<file path="config.mk">
export PLATFORM = sky130hd
export DESIGN_NAME = fault_interrupt_status
export DESIGN_NICKNAME = d
export VERILOG_FILES = /design/src/hdl/fis_pkg.sv /design/src/hdl/fis_flag_bit.sv /design/src/hdl/fault_interrupt_status.sv
export SDC_FILE = /design/constraint.sdc
export NUM_CORES = 1
export LEC_CHECK = 0
export ABC_AREA = 0
export BUFFER_PORTS_ARGS = -buffer_cell sky130_fd_sc_hd__buf_2
export CORE_MARGIN = 3
export CORE_UTILIZATION = 40
export DETAILED_ROUTE_END_ITERATION = 8
export PLACE_DENSITY = 0.82
export REMOVE_ABC_BUFFERS = 1
export SETUP_SLACK_MARGIN = 0.02
export SLEW_MARGIN = 40
export SYNTH_ARGS = -nofsm -noshare
export SYNTH_HDL_FRONTEND = slang
export SYNTH_SLANG_ARGS = --single-unit
export TNS_END_PERCENT = 1
</file>
<file path="constraint.sdc">
create_clock -name clk -period 1.15 [get_ports clk]
set_input_delay 0.1725 -clock clk [delete_from_list [all_inputs] [get_ports clk]]
set_output_delay 0.1725 -clock clk [all_outputs]
set_load 0.02 [all_outputs]
</file>
<file path="src/hdl/fis_pkg.sv">
package fis_pkg;
  // Register offsets on the device's internal register port
  localparam logic [7:0] CTRL_STAT_OFS = 8'h22;
  localparam logic [7:0] TEST_STAT_OFS = 8'h23;
  localparam logic [7:0] MON_STATE_OFS = 8'h30;
  // Reset values
  localparam logic [7:0] CTRL_STAT_RST = 8'h00;
  localparam logic [7:0] TEST_STAT_RST = 8'h00;
  // Control/communication register bit positions
  localparam int CTRL_CRC_BIT = 4;
  localparam int CTRL_IRQ_BIT = 3;
  localparam int CTRL_TSD_BIT = 2;
  localparam int CTRL_PEC_BIT = 0;
  // Test/configuration-load register bit positions
  localparam int TEST_SEC_BIT = 3;
  localparam int TEST_DED_BIT = 2;
  localparam int TEST_DONE_BIT = 1;
  localparam int TEST_FAIL_BIT = 0;
  // Monitor state status bit
  localparam int MON_FAILSAFE_BIT = 7;
  // Implemented bits, reserved bits read zero
  localparam logic [7:0] CTRL_IMPL_MASK = 8'h1d;
  localparam logic [7:0] TEST_IMPL_MASK = 8'h0f;
endpackage

</file>
<file path="src/hdl/fis_flag_bit.sv">
`timescale 1ns/100ps
`default_nettype none
// One sticky write-one-to-clear flag; set wins over clear
module fis_flag_bit (
  // Clock and reset
  input wire logic clk,
  input wire logic rst_n,
  // Event side
  input wire logic setEvt,
  input wire logic condActive,
  input wire logic condGated,
  // Host side
  input wire logic clrReq,
  // Flag
  output logic flag
);
  logic flag_r;
  logic flag_nxt;

  // Gated flags refuse the clear while the condition still holds
  always_comb begin
    flag_nxt = flag_r;
    if (clrReq && !(condGated && condActive)) begin
      flag_nxt = 1'b0;
    end
    if (setEvt) begin
      flag_nxt = 1'b1;
    end
  end

  // Synchronous reset to zero
  always_ff @(posedge clk) begin
    if (!rst_n) begin
      flag_r <= 1'b0;
    end else begin
      flag_r <= flag_nxt;
    end
  end

  assign flag = flag_r;
endmodule
`default_nettype wire

</file>
<file path="src/hdl/fault_interrupt_status.sv">
`timescale 1ns/100ps
`default_nettype none
// Function
// Control/communication status at 22h resets to all zeros.
// Test/configuration-load status at 23h resets to all zeros.
// Flags stay latched after recovery; only host write-one clears them.
// Bit 4 sets on runtime register check mismatch while its enable is set.
// Register check flag clears unconditionally; sets again on mismatch.
// Bit 3 sets on interrupt pin fault; always enabled.
// Interrupt pin fault flag clears only once the pin fault is gone.
// Bit 2 sets on thermal shutdown when enabled; clears only once gone.
// Bit 0 sets on packet check mismatch or missing required check byte.
// Packet check flag clears unconditionally; sets again on repeat fault.
// Test bit 3 sets on corrected single ECC error when enabled.
// Test bit 2 sets on double ECC error, no enable; enters failsafe.
// Test bit 1 sets on self-test completion when enabled.
// Test bit 0 sets on self-test failure when enabled.
// Failsafe state reads as one in bit 7 of status at 30h.
// Reserved bits read zero and ignore writes.
module fault_interrupt_status (
  // Clock and reset
  input wire logic clk,
  input wire logic rst_n,
  // Internal register port
  input wire logic regWrEn,
  input wire logic regRdEn,
  input wire logic [7:0] regAddr,
  input wire logic [7:0] regWrData,
  output logic [7:0] regRdData,
  output logic regRdValid,
  // Enables from control_fault_enables and test_fault_enables
  input wire logic runtimeRegisterCheckEnable,
  input wire logic thermalShutdownEnable,
  input wire logic packetCheckEnable,
  input wire logic singleErrorEnable,
  input wire logic selfTestDoneEnable,
  input wire logic selfTestFailEnable,
  // Misc monitor config
  input wire logic requirePacketCheck,
  // Fault events and conditions
  input wire logic regCheckDone,
  input wire logic regCheckMismatch,
  input wire logic interruptRequestPinFault,
  input wire logic thermalShutdown,
  input wire logic packetCheckMismatch,
  input wire logic writeMissingPacketCheck,
  input wire logic configLoadSingleError,
  input wire logic configLoadDoubleError,
  input wire logic selfTestDone,
  input wire logic selfTestFail,
  // Flags and failsafe
  output logic [7:0] controlCommFaultStatus,
  output logic [7:0] testLoadFaultStatus,
  output logic failsafe
);
  logic [7:0] ctrlFlags;
  logic [7:0] testFlags;
  logic [7:0] ctrlSet;
  logic [7:0] ctrlGate;
  logic [7:0] ctrlCond;
  logic [7:0] testSet;
  logic [7:0] ctrlClr;
  logic [7:0] testClr;
  logic ctrlWr;
  logic testWr;
  logic failsafe_r;
  logic failsafe_nxt;
  logic [7:0] rdData_r;
  logic [7:0] rdData_nxt;
  logic rdValid_r;
  logic rdValid_nxt;

  // Address decode for write-one-to-clear
  assign ctrlWr = regWrEn && (regAddr == fis_pkg::CTRL_STAT_OFS);
  assign testWr = regWrEn && (regAddr == fis_pkg::TEST_STAT_OFS);
  // Reserved bits masked so writes there do nothing
  assign ctrlClr = ctrlWr ? (regWrData & fis_pkg::CTRL_IMPL_MASK)
                          : 8'h00;
  assign testClr = testWr ? (regWrData & fis_pkg::TEST_IMPL_MASK)
                          : 8'h00;

  // Control/communication set terms, enables gate the event not the flag
  always_comb begin
    ctrlSet = 8'h00;
    ctrlGate = 8'h00;
    ctrlCond = 8'h00;
    ctrlSet[fis_pkg::CTRL_CRC_BIT] = regCheckDone && regCheckMismatch
      && runtimeRegisterCheckEnable;
    ctrlSet[fis_pkg::CTRL_IRQ_BIT] = interruptRequestPinFault;
    ctrlSet[fis_pkg::CTRL_TSD_BIT] = thermalShutdown
      && thermalShutdownEnable;
    ctrlSet[fis_pkg::CTRL_PEC_BIT] = packetCheckEnable
      && (packetCheckMismatch
      || (requirePacketCheck && writeMissingPacketCheck));
    // Pin and thermal flags hold while the fault persists
    ctrlGate[fis_pkg::CTRL_IRQ_BIT] = 1'b1;
    ctrlGate[fis_pkg::CTRL_TSD_BIT] = 1'b1;
    ctrlCond[fis_pkg::CTRL_IRQ_BIT] = interruptRequestPinFault;
    ctrlCond[fis_pkg::CTRL_TSD_BIT] = thermalShutdown;
  end

  // Test/configuration-load set terms
  always_comb begin
    testSet = 8'h00;
    testSet[fis_pkg::TEST_SEC_BIT] = configLoadSingleError
      && singleErrorEnable;
    testSet[fis_pkg::TEST_DED_BIT] = configLoadDoubleError;
    testSet[fis_pkg::TEST_DONE_BIT] = selfTestDone
      && selfTestDoneEnable;
    testSet[fis_pkg::TEST_FAIL_BIT] = selfTestFail
      && selfTestFailEnable;
  end

  // One sticky cell per implemented bit; reserved bits stay zero
  genvar gi;
  generate
    for (gi = 0; gi < 8; gi++) begin : g_bits
      if (fis_pkg::CTRL_IMPL_MASK[gi]) begin : g_ctrl
        fis_flag_bit u_ctrl (
          .clk(clk),
          .rst_n(rst_n),
          .setEvt(ctrlSet[gi]),
          .condActive(ctrlCond[gi]),
          .condGated(ctrlGate[gi]),
          .clrReq(ctrlClr[gi]),
          .flag(ctrlFlags[gi])
        );
      end else begin : g_ctrl_rsvd
        assign ctrlFlags[gi] = 1'b0;
      end
      if (fis_pkg::TEST_IMPL_MASK[gi]) begin : g_test
        fis_flag_bit u_test (
          .clk(clk),
          .rst_n(rst_n),
          .setEvt(testSet[gi]),
          .condActive(1'b0),
          .condGated(1'b0),
          .clrReq(testClr[gi]),
          .flag(testFlags[gi])
        );
      end else begin : g_test_rsvd
        assign testFlags[gi] = 1'b0;
      end
    end
  endgenerate

  // Failsafe latches on double error; only reset leaves it
  always_comb begin
    failsafe_nxt = failsafe_r || configLoadDoubleError;
  end

  // Read mux, registered one cycle after the strobe
  always_comb begin
    rdData_nxt = 8'h00;
    rdValid_nxt = regRdEn;
    if (regRdEn) begin
      case (regAddr)
        fis_pkg::CTRL_STAT_OFS: rdData_nxt = ctrlFlags;
        fis_pkg::TEST_STAT_OFS: rdData_nxt = testFlags;
        fis_pkg::MON_STATE_OFS: begin
          rdData_nxt[fis_pkg::MON_FAILSAFE_BIT] = failsafe_r;
        end
        default: rdData_nxt = 8'h00;
      endcase
    end
  end

  // State and output registers
  always_ff @(posedge clk) begin
    if (!rst_n) begin
      failsafe_r <= 1'b0;
      rdData_r <= 8'h00;
      rdValid_r <= 1'b0;
      controlCommFaultStatus <= fis_pkg::CTRL_STAT_RST;
      testLoadFaultStatus <= fis_pkg::TEST_STAT_RST;
    end else begin
      failsafe_r <= failsafe_nxt;
      rdData_r <= rdData_nxt;
      rdValid_r <= rdValid_nxt;
      controlCommFaultStatus <= ctrlFlags;
      testLoadFaultStatus <= testFlags;
    end
  end

  assign regRdData = rdData_r;
  assign regRdValid = rdValid_r;
  assign failsafe = failsafe_r;
endmodule
`default_nettype wire

</file>
==> results of run 1 <==
power by group through the flow:
| stage | Combinational (mW) | Clock [mW] | Sequential [mW] |
|---|---|---|---|
| 2_1_floorplan | 0.0949 | 0 | 0.932 |
| 3_3_place_gp | 0.218 | 0 | 0.911 |
| 3_5_place_dp | 0.225 | 0 | 0.912 |
| 4_1_cts | 0.226 | 0.358 | 0.894 |
| 5_1_grt | 0.250 | 0.383 | 0.899 |
| 6_report | 0.225 | 0.349 | 0.894 |
cells in the final DEF (no fill, tap or decap), drive strengths merged:
cell	instances
a21boi	1
a21o	2
a21oi	6
a22oi	3
a41oi	1
and2	11
and3	2
and3b	1
and4	2
buf	51
clkbuf	3
conb	10
dfxtp	24
inv	1
nand2	8
nand3	1
nand4	2
nor2	11
nor3b	1
nor4	1
o211ai	1
o21a	1
o21ai	5
worst reg2reg max path, cell delays in order (launching register included):
cell and delay (ns):
dfxtp_1 0.34, nand2_1 0.08, inv_1 0.05, nand2_1 0.06, o211ai_1 0.09
worst min-delay path by stage:
stage,to,cells past startpoint,start,slack [ns]
floorplan,regRdData[7],1,regAddr[1],0.25
global placement,regRdData[7],2,regAddr[1],0.36
detailed placement,regRdData[7],2,regAddr[1],0.37
CTS,regRdData[7],2,regAddr[1],0.04
global route,regRdData[7],2,regAddr[1],0.05
finish,regRdData[7],2,regAddr[1],0.04
metrics by stage:
stage	utilization	cells	cell area (um^2)	worst slack [ns]
after floorplan	-	95	884.6	0.2399
after global placement	0.5661	173	1179	0.06688
after detailed placement	0.5661	173	1179	0.05139
after CTS	0.5769	176	1201	0.1240
after global routing	0.5769	176	1201	0.07560
final	0.5769	176	1201	0.1351
registers in the layout, summed over array words and instances (netlist names):
name and cells:
controlCommFaultStatus 4, g_bits.g_test.u_test.flag 4, regRdValid 1, g_bits.g_ctrl.u_ctrl.flag 4, testLoadFaultStatus 4, failsafe 1, regRdData 6
final cells by class:
cell class	count	area [um^2]	area share
flip-flops and latches	24	480.5	0.4000
multi-input cells	70	400.4	0.3333
repair buffers	51	260.3	0.2167
well taps	27	33.78	0.02813
clock buffers	3	22.52	0.01875
inverters	1	3.754	0.003125
cells in the mapped netlist (all sizes together):
master,n,area [um^2]
and3b,1,10.01
and4,2,22.52
nor4,1,6.260
o211ai,1,7.510
o21a,1,7.510
a41oi,1,8.760
a22oi,3,22.52
nor3b,1,12.51
and3,2,12.51
inv,1,3.750
nand2,8,30.03
dfxtp,24,480.5
buf,11,82.58
a21o,2,15.01
nand3,1,5.000
o21ai,5,25.02
and2,11,71.32
a21boi,1,7.510
clkbuf,1,3.750
nor2,11,41.29
a21oi,6,30.03
nand4,2,27.53
conb,1,3.750
logic make-up after synthesis:
family	Yosys count
AND/OR/NAND/NOR	40
flip-flops	24
AO/OA/AOI/OAI	20
buffers and inverters	13
other	1
layer usage:
| metal | track usage | vias up | routed length (um) | part of all wire |
|---|---|---|---|---|
| met5 | 0 | - | 0 | 0 |
| li1 | - | 415 | - | - |
| met4 | 0.08299 | 0 | 43 | 0.021 |
| met3 | 0.02997 | 5 | 191 | 0.094 |
| met2 | 0.2709 | 42 | 1027 | 0.50 |
| met1 | 0.1554 | 366 | 774 | 0.38 |
==> results.md, run 1 <==
- Post-synthesis instance total: 98
- Clock root buffer: clkbuf_4
- Global-route wire length before repair: 3167 um
- Setup TNS: 0 ns
- CTS Sinks: 24
- Seq/Total Area, Yosys: 0.5127
- Vias in the first global route: 748
- Filler cells: about 200
- Finish-stage setup viols: 0
- Cell Area, Synth: 937.1 um^2
- Sequential Power Share: 0.609
- Yosys cell types: 26
- Antenna cells: 0
- WP data required: approximately 0.98 ns
- WHS: 0.04101 ns
- Critical Path Start: failsafe
- Clock Skews: 0.005592 ns
- Critical Path Sink: failsafe
- Setup crit end kind: output pin
- GRT overflow: 0
- Synthesized flop and latch total: 24
- Total power: 1.467 mW
- Pwr Density: around 1200 nW/um^2
- Post-DR wirelength/cell: 11.57 um
- Post-DRT Antenna Nets: 0
- CTS Buffer Depth: 2
- Critical path class: reg -> out
- CP cell instances: buf_2
- # Post-CTS Setup Buffers: 0
- Initial antenna violation count: 0
- Reg2reg path depth: 4
- Clk Latency, worst-skew pair: 0.31 ns
- Final WL: 2036 um
- Ratio of final minimum period to clock period: 0.8825
- CTS Hold Buffers Added: 0
- Power share of the clock group: 0.238
- Reg2reg setup slack: between 0.4 and 0.5 ns
- Slew Viols, Final: 0
- DR pass1 iterations: 4
- Largest net degree at the start of global routing: 18
- Internal: 1.089 mW
- Run status: finished, final reports clean
- DRC: 0
- # H-tree levels: 1
- Largest family of logic cells by synthesized area: simple AND/OR/NAND/NOR gates
- Initial Utilization: 0.4501
- Ys Warns: 0
- Chip Width: 54.41 um
- Final Hold Vio Count: 0
- Ratio of cells with drive above 1 in the final layout: 0.4027
- Post-CTS Resized: 0
- CP max FO: 3
- Layout area overhead: 28.17%
- Leak pwr: 0.6199 nW
- Simple-Gate Fraction of Synth Area: 0.2550
- Max incr delay on CP: 0.37 ns
- Switching part of the total: 0.2578
- Total core area: approximately 2100 um^2
- DP HPWL: 1691 um
- Critical path's top delay family: flip-flops
- DR iter-0 viols: 11
- GRT Resource Usage Total: 0.1480
- Combinational share of power: 0.153
- Routability Congestion: 0.8040
- Nets@finish: between 150 and 200
- Crit Reg-Reg Startpoint: g_bits[0].g_ctrl.u_ctrl.flag
- Post-synthesis xor/xnor area fraction: 0
- Critical path depth in cells: 1
- NetSw: 0.3782 mW
- CTS tree: yes
- Worst min-delay path category: in -> reg
- Crit start category: flip-flop
- Die area: ~3000 um^2
- Max Cap Viol: 0
- Fin crit period: 1.015 ns
- FF-to-FF End: g_bits[0].g_ctrl.u_ctrl.flag
- Synth Area per Inst: 9.563 um^2
- I/O pin cnt: 63
- Via density: 4.705
- Fmax: ~1000 MHz
- Compound-Gate Fraction of Synth Area: 0.1322
- Via count: 828
- RSZ-0062 raised after global routing: no
- Reg clk slew, reported paths: 0.11 ns
- Height of the die: 54.41 um
- Worst path arrival time: 0.84 ns
- Synth Area in Adders: 0
- Slowest cell on crit path: dfxtp_1
- VDD IR-drop max: 783.2 uV
- Port buffer count: a little under 50
- CP Buf/Inv Count: 1
- Mux contribution to synthesized area: 0
- Row count: 16
- TritonCTS Buffers: 3
Power figures use the tool's default switching activity.
==> run 2, diff against run 1 <==
--- a/config.mk
+++ b/config.mk
@@ -8,9 +8,11 @@
 export ABC_AREA = 0
 export BUFFER_PORTS_ARGS = -buffer_cell sky130_fd_sc_hd__buf_2
 export CORE_MARGIN = 3
-export CORE_UTILIZATION = 40
+export CORE_UTILIZATION = 42
+export CTS_BUF_LIST = sky130_fd_sc_hd__clkbuf_4 sky130_fd_sc_hd__clkbuf_8
+export CTS_CLUSTER_SIZE = 28
 export DETAILED_ROUTE_END_ITERATION = 8
-export PLACE_DENSITY = 0.82
+export PLACE_DENSITY = 0.86
 export REMOVE_ABC_BUFFERS = 1
 export SETUP_SLACK_MARGIN = 0.02
 export SLEW_MARGIN = 40
==> run 2 against run 1 <==
  * Sequential share of layout area decreased by 0.49 points
  * Core utilization increased by 1.9 points
  * Clock power about the same
  * Clock-buffer cell count unchanged
  * Total power increased by 0.12%
  * Critical path type unchanged
==> results.md, run 2 (synthesis gave the netlist of run 1 again) <==
- Max FFs per register: 6 (unchanged)
- Port buffer count: 49 (unchanged)
- CP cell instances: buf_2 (unchanged)
- CP max FO: 3 (unchanged)
- Reg clk slew, reported paths: 0.11 ns (about the same)
- Layout area overhead: 29.77% (was 28.17%)
- Total power: 1.469 mW (was 1.467 mW)
- Run status: finished, final reports clean (unchanged)
- Clk Latency, worst-skew pair: 0.30 ns (was 0.31 ns)
- Critical path depth in cells: 1 (unchanged)
- Fmax: 986.6 MHz (was 985.4 MHz)
- Routability Congestion: 0.7721 (was 0.8040)
- Worst path arrival time: 0.84 ns (about the same)
- Max incr delay on CP: 0.37 ns (about the same)
- Global-route wire length before repair: 3312 um (was 3167 um)
- I/O pin cnt: 63 (unchanged)
- CTS tree: yes (unchanged)
- DP HPWL: 1688 um (was 1691 um)
- DR iter-0 viols: 5 (was 11)
- Leak pwr: 0.6301 nW (was 0.6199 nW)
- Clock root buffer: clkbuf_4 (unchanged)
- Post-DR wirelength/cell: 11.61 um (was 11.57 um)
- Dpl ws: 0.002690 ns (was 0.05139 ns)
- VDD IR-drop max: 781.7 uV (was 783.2 uV)
- CTS Sinks: 24 (unchanged)
- Via count: 850 (was 828)
- Final WL: 2067 um (was 2036 um)
- Vias in the first global route: 814 (was 748)
- Final Util: 0.5956 (was 0.5769)
- Initial antenna violation count: 0 (unchanged)
- TritonCTS Buffers: 3 (unchanged)
- DR pass1 iterations: 4 (unchanged)
- Worst min-delay path category: in -> reg (unchanged)
- Antenna cells: 0 (unchanged)
- Placed inst area: 1194 um^2 (was 1179 um^2)
- Setup TNS: 0 ns (unchanged)
- Non-filler instance count after layout: 178 (was 176)
- CP Buf/Inv Count: 1 (unchanged)
- Reg2reg path depth: 4 (unchanged)
- Critical path class: reg -> out (unchanged)
- Height of the die: 53.24 um (was 54.41 um)
- Critical path's top delay family: flip-flops (unchanged)
- Final Hold Vio Count: 0 (unchanged)
- Most common cell after layout, fill and taps aside: buf_2 (unchanged)
- Hold Path Cell Cnt: 2 (unchanged)
- # Post-CTS Setup Buffers: 0 (unchanged)
- Max Cap Viol: 0 (unchanged)
- Final instance area: 1216 um^2 (was 1201 um^2)
- Post-DRT Antenna Nets: 0 (unchanged)
- DRC: 0 (unchanged)
- Pwr Density: 1208 nW/um^2 (was 1222 nW/um^2)
- Ratio of final minimum period to clock period: 0.8813 (was 0.8825)
- WP data required: 0.98 ns (about the same)
- Initial Utilization: 0.4589 (was 0.4501)
- Most frequent cells in the layout: 49 x buf_2, 24 x dfxtp_1, 11 x nor2_1, 10 x conb_1, 8 x nand2_1 (unchanged)
- GRT overflow: 0 (unchanged)
- Placed Cells incl. Taps: 175 (was 173)
- Nets@finish: 190 (was 188)
- Setup crit end kind: output pin (unchanged)
- Post-CTS Resized: 0 (unchanged)
- Final setup margin: 0.1365 ns (was 0.1351 ns)
- Row count: 16 (unchanged)
- Finish-stage setup viols: 0 (unchanged)
- Slowest cell on crit path: dfxtp_1 (unchanged)
- Crit start category: flip-flop (unchanged)
- Clock Skews: 0.001634 ns (was 0.005592 ns)
- RSZ-0062 raised after global routing: no (unchanged)
- Ratio of cells with drive above 1 in the final layout: 0.4106 (was 0.4027)
- Die area: 2834 um^2 (was 2960 um^2)
- Slew Viols, Final: 0 (unchanged)
- CTS Buffer Depth: 2 (unchanged)
- CTS Hold Buffers Added: 0 (unchanged)
- GRT Resource Usage Total: 0.1592 (was 0.1480)
- # H-tree levels: 1 (unchanged)
- Chip Width: 53.24 um (was 54.41 um)
- Via density: 4.775 (was 4.705)
- Fin crit period: 1.014 ns (was 1.015 ns)
- Largest net degree at the start of global routing: 16 (was 18)
- WHS: 0.04656 ns (was 0.04101 ns)
- Total core area: 2042 um^2 (was 2082 um^2)
- Filler cells: 204 (was 202)
==> run 2: area by class of cell <==
cell class	instances	area [um^2]	area share
Sequential cell	24	480.5	0.3951
Multi-Input combinational cell	70	400.4	0.3292
Timing Repair Buffer	53	275.3	0.2263
Tap cell	27	33.78	0.02778
Clock buffer	3	22.52	0.01852
Inverter	1	3.754	0.003086
==> run 2: where the power goes <==
group | total, mW | leakage [nW] | switching (mW) | internal [mW]
logic | 0.230 | 0.419 | 0.132 | 0.0977
registers | 0.892 | 0.197 | 0.0194 | 0.873
clock network | 0.347 | 0.0138 | 0.224 | 0.122
total | 1.47 | 0.630 | 0.376 | 1.09
==> run 2: final timing paths <==
check / startpoint / end / slack (ns)
worst max-delay path: failsafe / failsafe / 0.14
worst min register to register: failsafe / regRdData[7] / 0.47
worst max register to register: g_bits[0].g_ctrl.u_ctrl.flag / g_bits[0].g_ctrl.u_ctrl.flag / 0.45
worst min-delay path: regAddr[1] / regRdData[7] / 0.05
==> run 2: routing by layer <==
| metal | vias up | wire length (um) | track usage |
|---|---|---|---|
| met5 | - | 0 | 0 |
| li1 | 417 | - | - |
| met1 | 380 | 844 | 0.1810 |
| met4 | 0 | 46 | 0.08936 |
| met3 | 7 | 212 | 0.02535 |
| met2 | 46 | 964 | 0.2776 |
==> run 3, diff against run 2 <==
--- a/config.mk
+++ b/config.mk
@@ -7,7 +7,6 @@
 export LEC_CHECK = 0
 export ABC_AREA = 0
 export BUFFER_PORTS_ARGS = -buffer_cell sky130_fd_sc_hd__buf_2
-export CORE_MARGIN = 3
 export CORE_UTILIZATION = 42
 export CTS_BUF_LIST = sky130_fd_sc_hd__clkbuf_4 sky130_fd_sc_hd__clkbuf_8
 export CTS_CLUSTER_SIZE = 28
==> run 3 against run 2 <==
  * Sequential share of layout area fell by 0.95 points
  * Worst hold slack got worse by 0.0092 ns
  * Core utilization rose by 2.1 points
  * Die area fell by 14%
  * Largest cell class unchanged
  * Largest power group unchanged
  * Highest routed layer unchanged
==> results.md, run 3 (synthesis gave the netlist of run 1 again) <==
- Setup TNS: 0 ns (unchanged)
- I/O pin cnt: 63 (unchanged)
- Global-route wire length before repair: 3201 um (was 3312 um)
- Largest net degree at the start of global routing: 15 (was 16)
- Height of the die: 49.24 um (was 53.24 um)
- Slowest cell on crit path: dfxtp_1 (unchanged)
- Post-DRT Antenna Nets: 0 (unchanged)
- Slew Viols, Final: 0 (unchanged)
- Reg2reg setup slack: 0.43 ns (was 0.45 ns)
- Clk Latency, worst-skew pair: 0.30 ns (about the same)
- Pwr Density: 1370 nW/um^2 (was 1208 nW/um^2)
- Filler cells: 183 (was 204)
- Critical path class: reg -> out (unchanged)
- Fmax: 975.6 MHz (was 986.6 MHz)
- DR pass1 iterations: 4 (unchanged)
- RSZ-0062 raised after global routing: no (unchanged)
- Leak pwr: 0.6443 nW (was 0.6301 nW)
- # Post-CTS Setup Buffers: 0 (unchanged)
- WL met2: 954 um (was 964 um)
- Max incr delay on CP: 0.37 ns (about the same)
- Most frequent cells in the layout: 49 x buf_2, 24 x dfxtp_1, 11 x nor2_1, 10 x conb_1, 8 x nand2_1 (unchanged)
- CTS Buffer Depth: 2 (unchanged)
- Via density: 4.693 (was 4.775)
- Initial antenna violation count: 0 (unchanged)
- Chip Width: 49.24 um (was 53.24 um)
- Routability Congestion: 0.7759 (was 0.7721)
- Post-CTS Resized: 0 (unchanged)
- Worst path arrival time: 0.85 ns (was 0.84 ns)
- Met3 routed WL: 144 um (was 212 um)
- Finish-stage setup viols: 0 (unchanged)
- CP max FO: 3 (unchanged)
- CP cell instances: buf_2 (unchanged)
- Port buffer count: 49 (unchanged)
- Final Hold Vio Count: 0 (unchanged)
- DR iter-0 viols: 7 (was 5)
- Run status: finished, final reports clean (unchanged)
- Row count: 16 (unchanged)
- GRT Resource Usage Total: 0.1747 (was 0.1592)
- Post-DR wirelength/cell: 11.05 um (was 11.61 um)
- Layout area overhead: 32.98% (was 29.77%)
- Crit start category: flip-flop (unchanged)
- Total core area: 2022 um^2 (was 2042 um^2)
- Nets@finish: 190 (unchanged)
- Vias in the first global route: 740 (was 814)
- GRT overflow: 0 (unchanged)
- Worst min-delay path category: in -> reg (unchanged)
- Critical path's top delay family: flip-flops (unchanged)
- Max Cap Viol: 0 (unchanged)
- Most common cell after layout, fill and taps aside: buf_2 (unchanged)
- Die area: 2424 um^2 (was 2834 um^2)
- CP Buf/Inv Count: 1 (unchanged)
- CTS tree: yes (unchanged)
- Clock Skews: 0.006011 ns (was 0.001634 ns)
- Antenna cells: 0 (unchanged)
- Top Layer Used: met4 (unchanged)
- CTS Sinks: 24 (unchanged)
- Initial Utilization: 0.4635 (was 0.4589)
- CTS Hold Buffers Added: 0 (unchanged)
- Setup crit end kind: output pin (unchanged)
- DP HPWL: 1528 um (was 1688 um)
- Fin crit period: 1.025 ns (was 1.014 ns)
- Max FFs per register: 6 (unchanged)
- TritonCTS Buffers: 3 (unchanged)
- Final WL: 1978 um (was 2067 um)
- Clock root buffer: clkbuf_4 (unchanged)
- DRC: 0 (unchanged)
- # H-tree levels: 1 (unchanged)
- VDD IR-drop max: 1135 uV (was 781.7 uV)
- Reg clk slew, reported paths: 0.12 ns (was 0.11 ns)
- Via count: 840 (was 850)
- Met1 Wirelength: 861 um (was 844 um)
- WP data required: 0.98 ns (about the same)
- Total power: 1.707 mW (was 1.469 mW)
- Ratio of cells with drive above 1 in the final layout: 0.4145 (was 0.4106)
- Ratio of final minimum period to clock period: 0.8913 (was 0.8813)
==> run 3: report_power, final <==
| group | total, mW | switching, mW | leakage (nW) | internal, mW |
|---|---|---|---|---|
| clock | 0.583 | 0.231 | 0.0279 | 0.352 |
| sequential | 0.893 | 0.0195 | 0.197 | 0.873 |
| combinational | 0.231 | 0.134 | 0.419 | 0.0978 |
| total | 1.71 | 0.384 | 0.644 | 1.32 |
==> run 3: worst register-to-register path: cells and delay by family, from the launching register on <==
kind / cells / cell delay, ns
flops: 1 / 0.34
compound gates: 2 / 0.28
==> run 3: worst paths after layout <==
check | to | from | depth (start not counted)
worst min-delay path | regRdData[7] | regAddr[1] | 2
worst max-delay path | failsafe | failsafe | 1
worst min register to register | regRdData[7] | failsafe | 2
worst max register to register | g_bits[3].g_ctrl.u_ctrl.flag | g_bits[3].g_ctrl.u_ctrl.flag | 2
==> run 3: per-layer routing <==
layer | GRT usage | vias to the layer above
li1 | - | 421
met1 | 0.2084 | 373
met2 | 0.2922 | 44
met3 | 0.03738 | 2
met4 | 0.08824 | 0
met5 | 0 | -
==> run 3: area by class of cell <==
| class | instances | area [um^2] | share of cell area |
|---|---|---|---|
| inverters | 1 | 3.754 | 0.003012 |
| well taps | 27 | 33.78 | 0.02711 |
| clock inverters | 1 | 30.03 | 0.02410 |
| multi-input cells | 70 | 400.4 | 0.3213 |
| flip-flops and latches | 24 | 480.5 | 0.3855 |
| repair buffers | 53 | 275.3 | 0.2209 |
| clock buffers | 3 | 22.52 | 0.01807 |
==> run 3: metrics by stage <==
| stage | util | instances | setup slack, ns | area, um^2 | hold slack, ns |
|---|---|---|---|---|---|
| after floorplan | - | 95 | 0.2399 | 884.6 | 0.2480 |
| after global placement | 0.5903 | 175 | 0.1068 | 1194 | 0.3563 |
| after detailed placement | 0.5903 | 175 | 0.03481 | 1194 | 0.3671 |
| after CTS | 0.6163 | 179 | 0.1163 | 1246 | 0.02682 |
| after global routing | 0.6163 | 179 | 0.07105 | 1246 | 0.01189 |
| final | 0.6163 | 179 | 0.1250 | 1246 | 0.03737 |
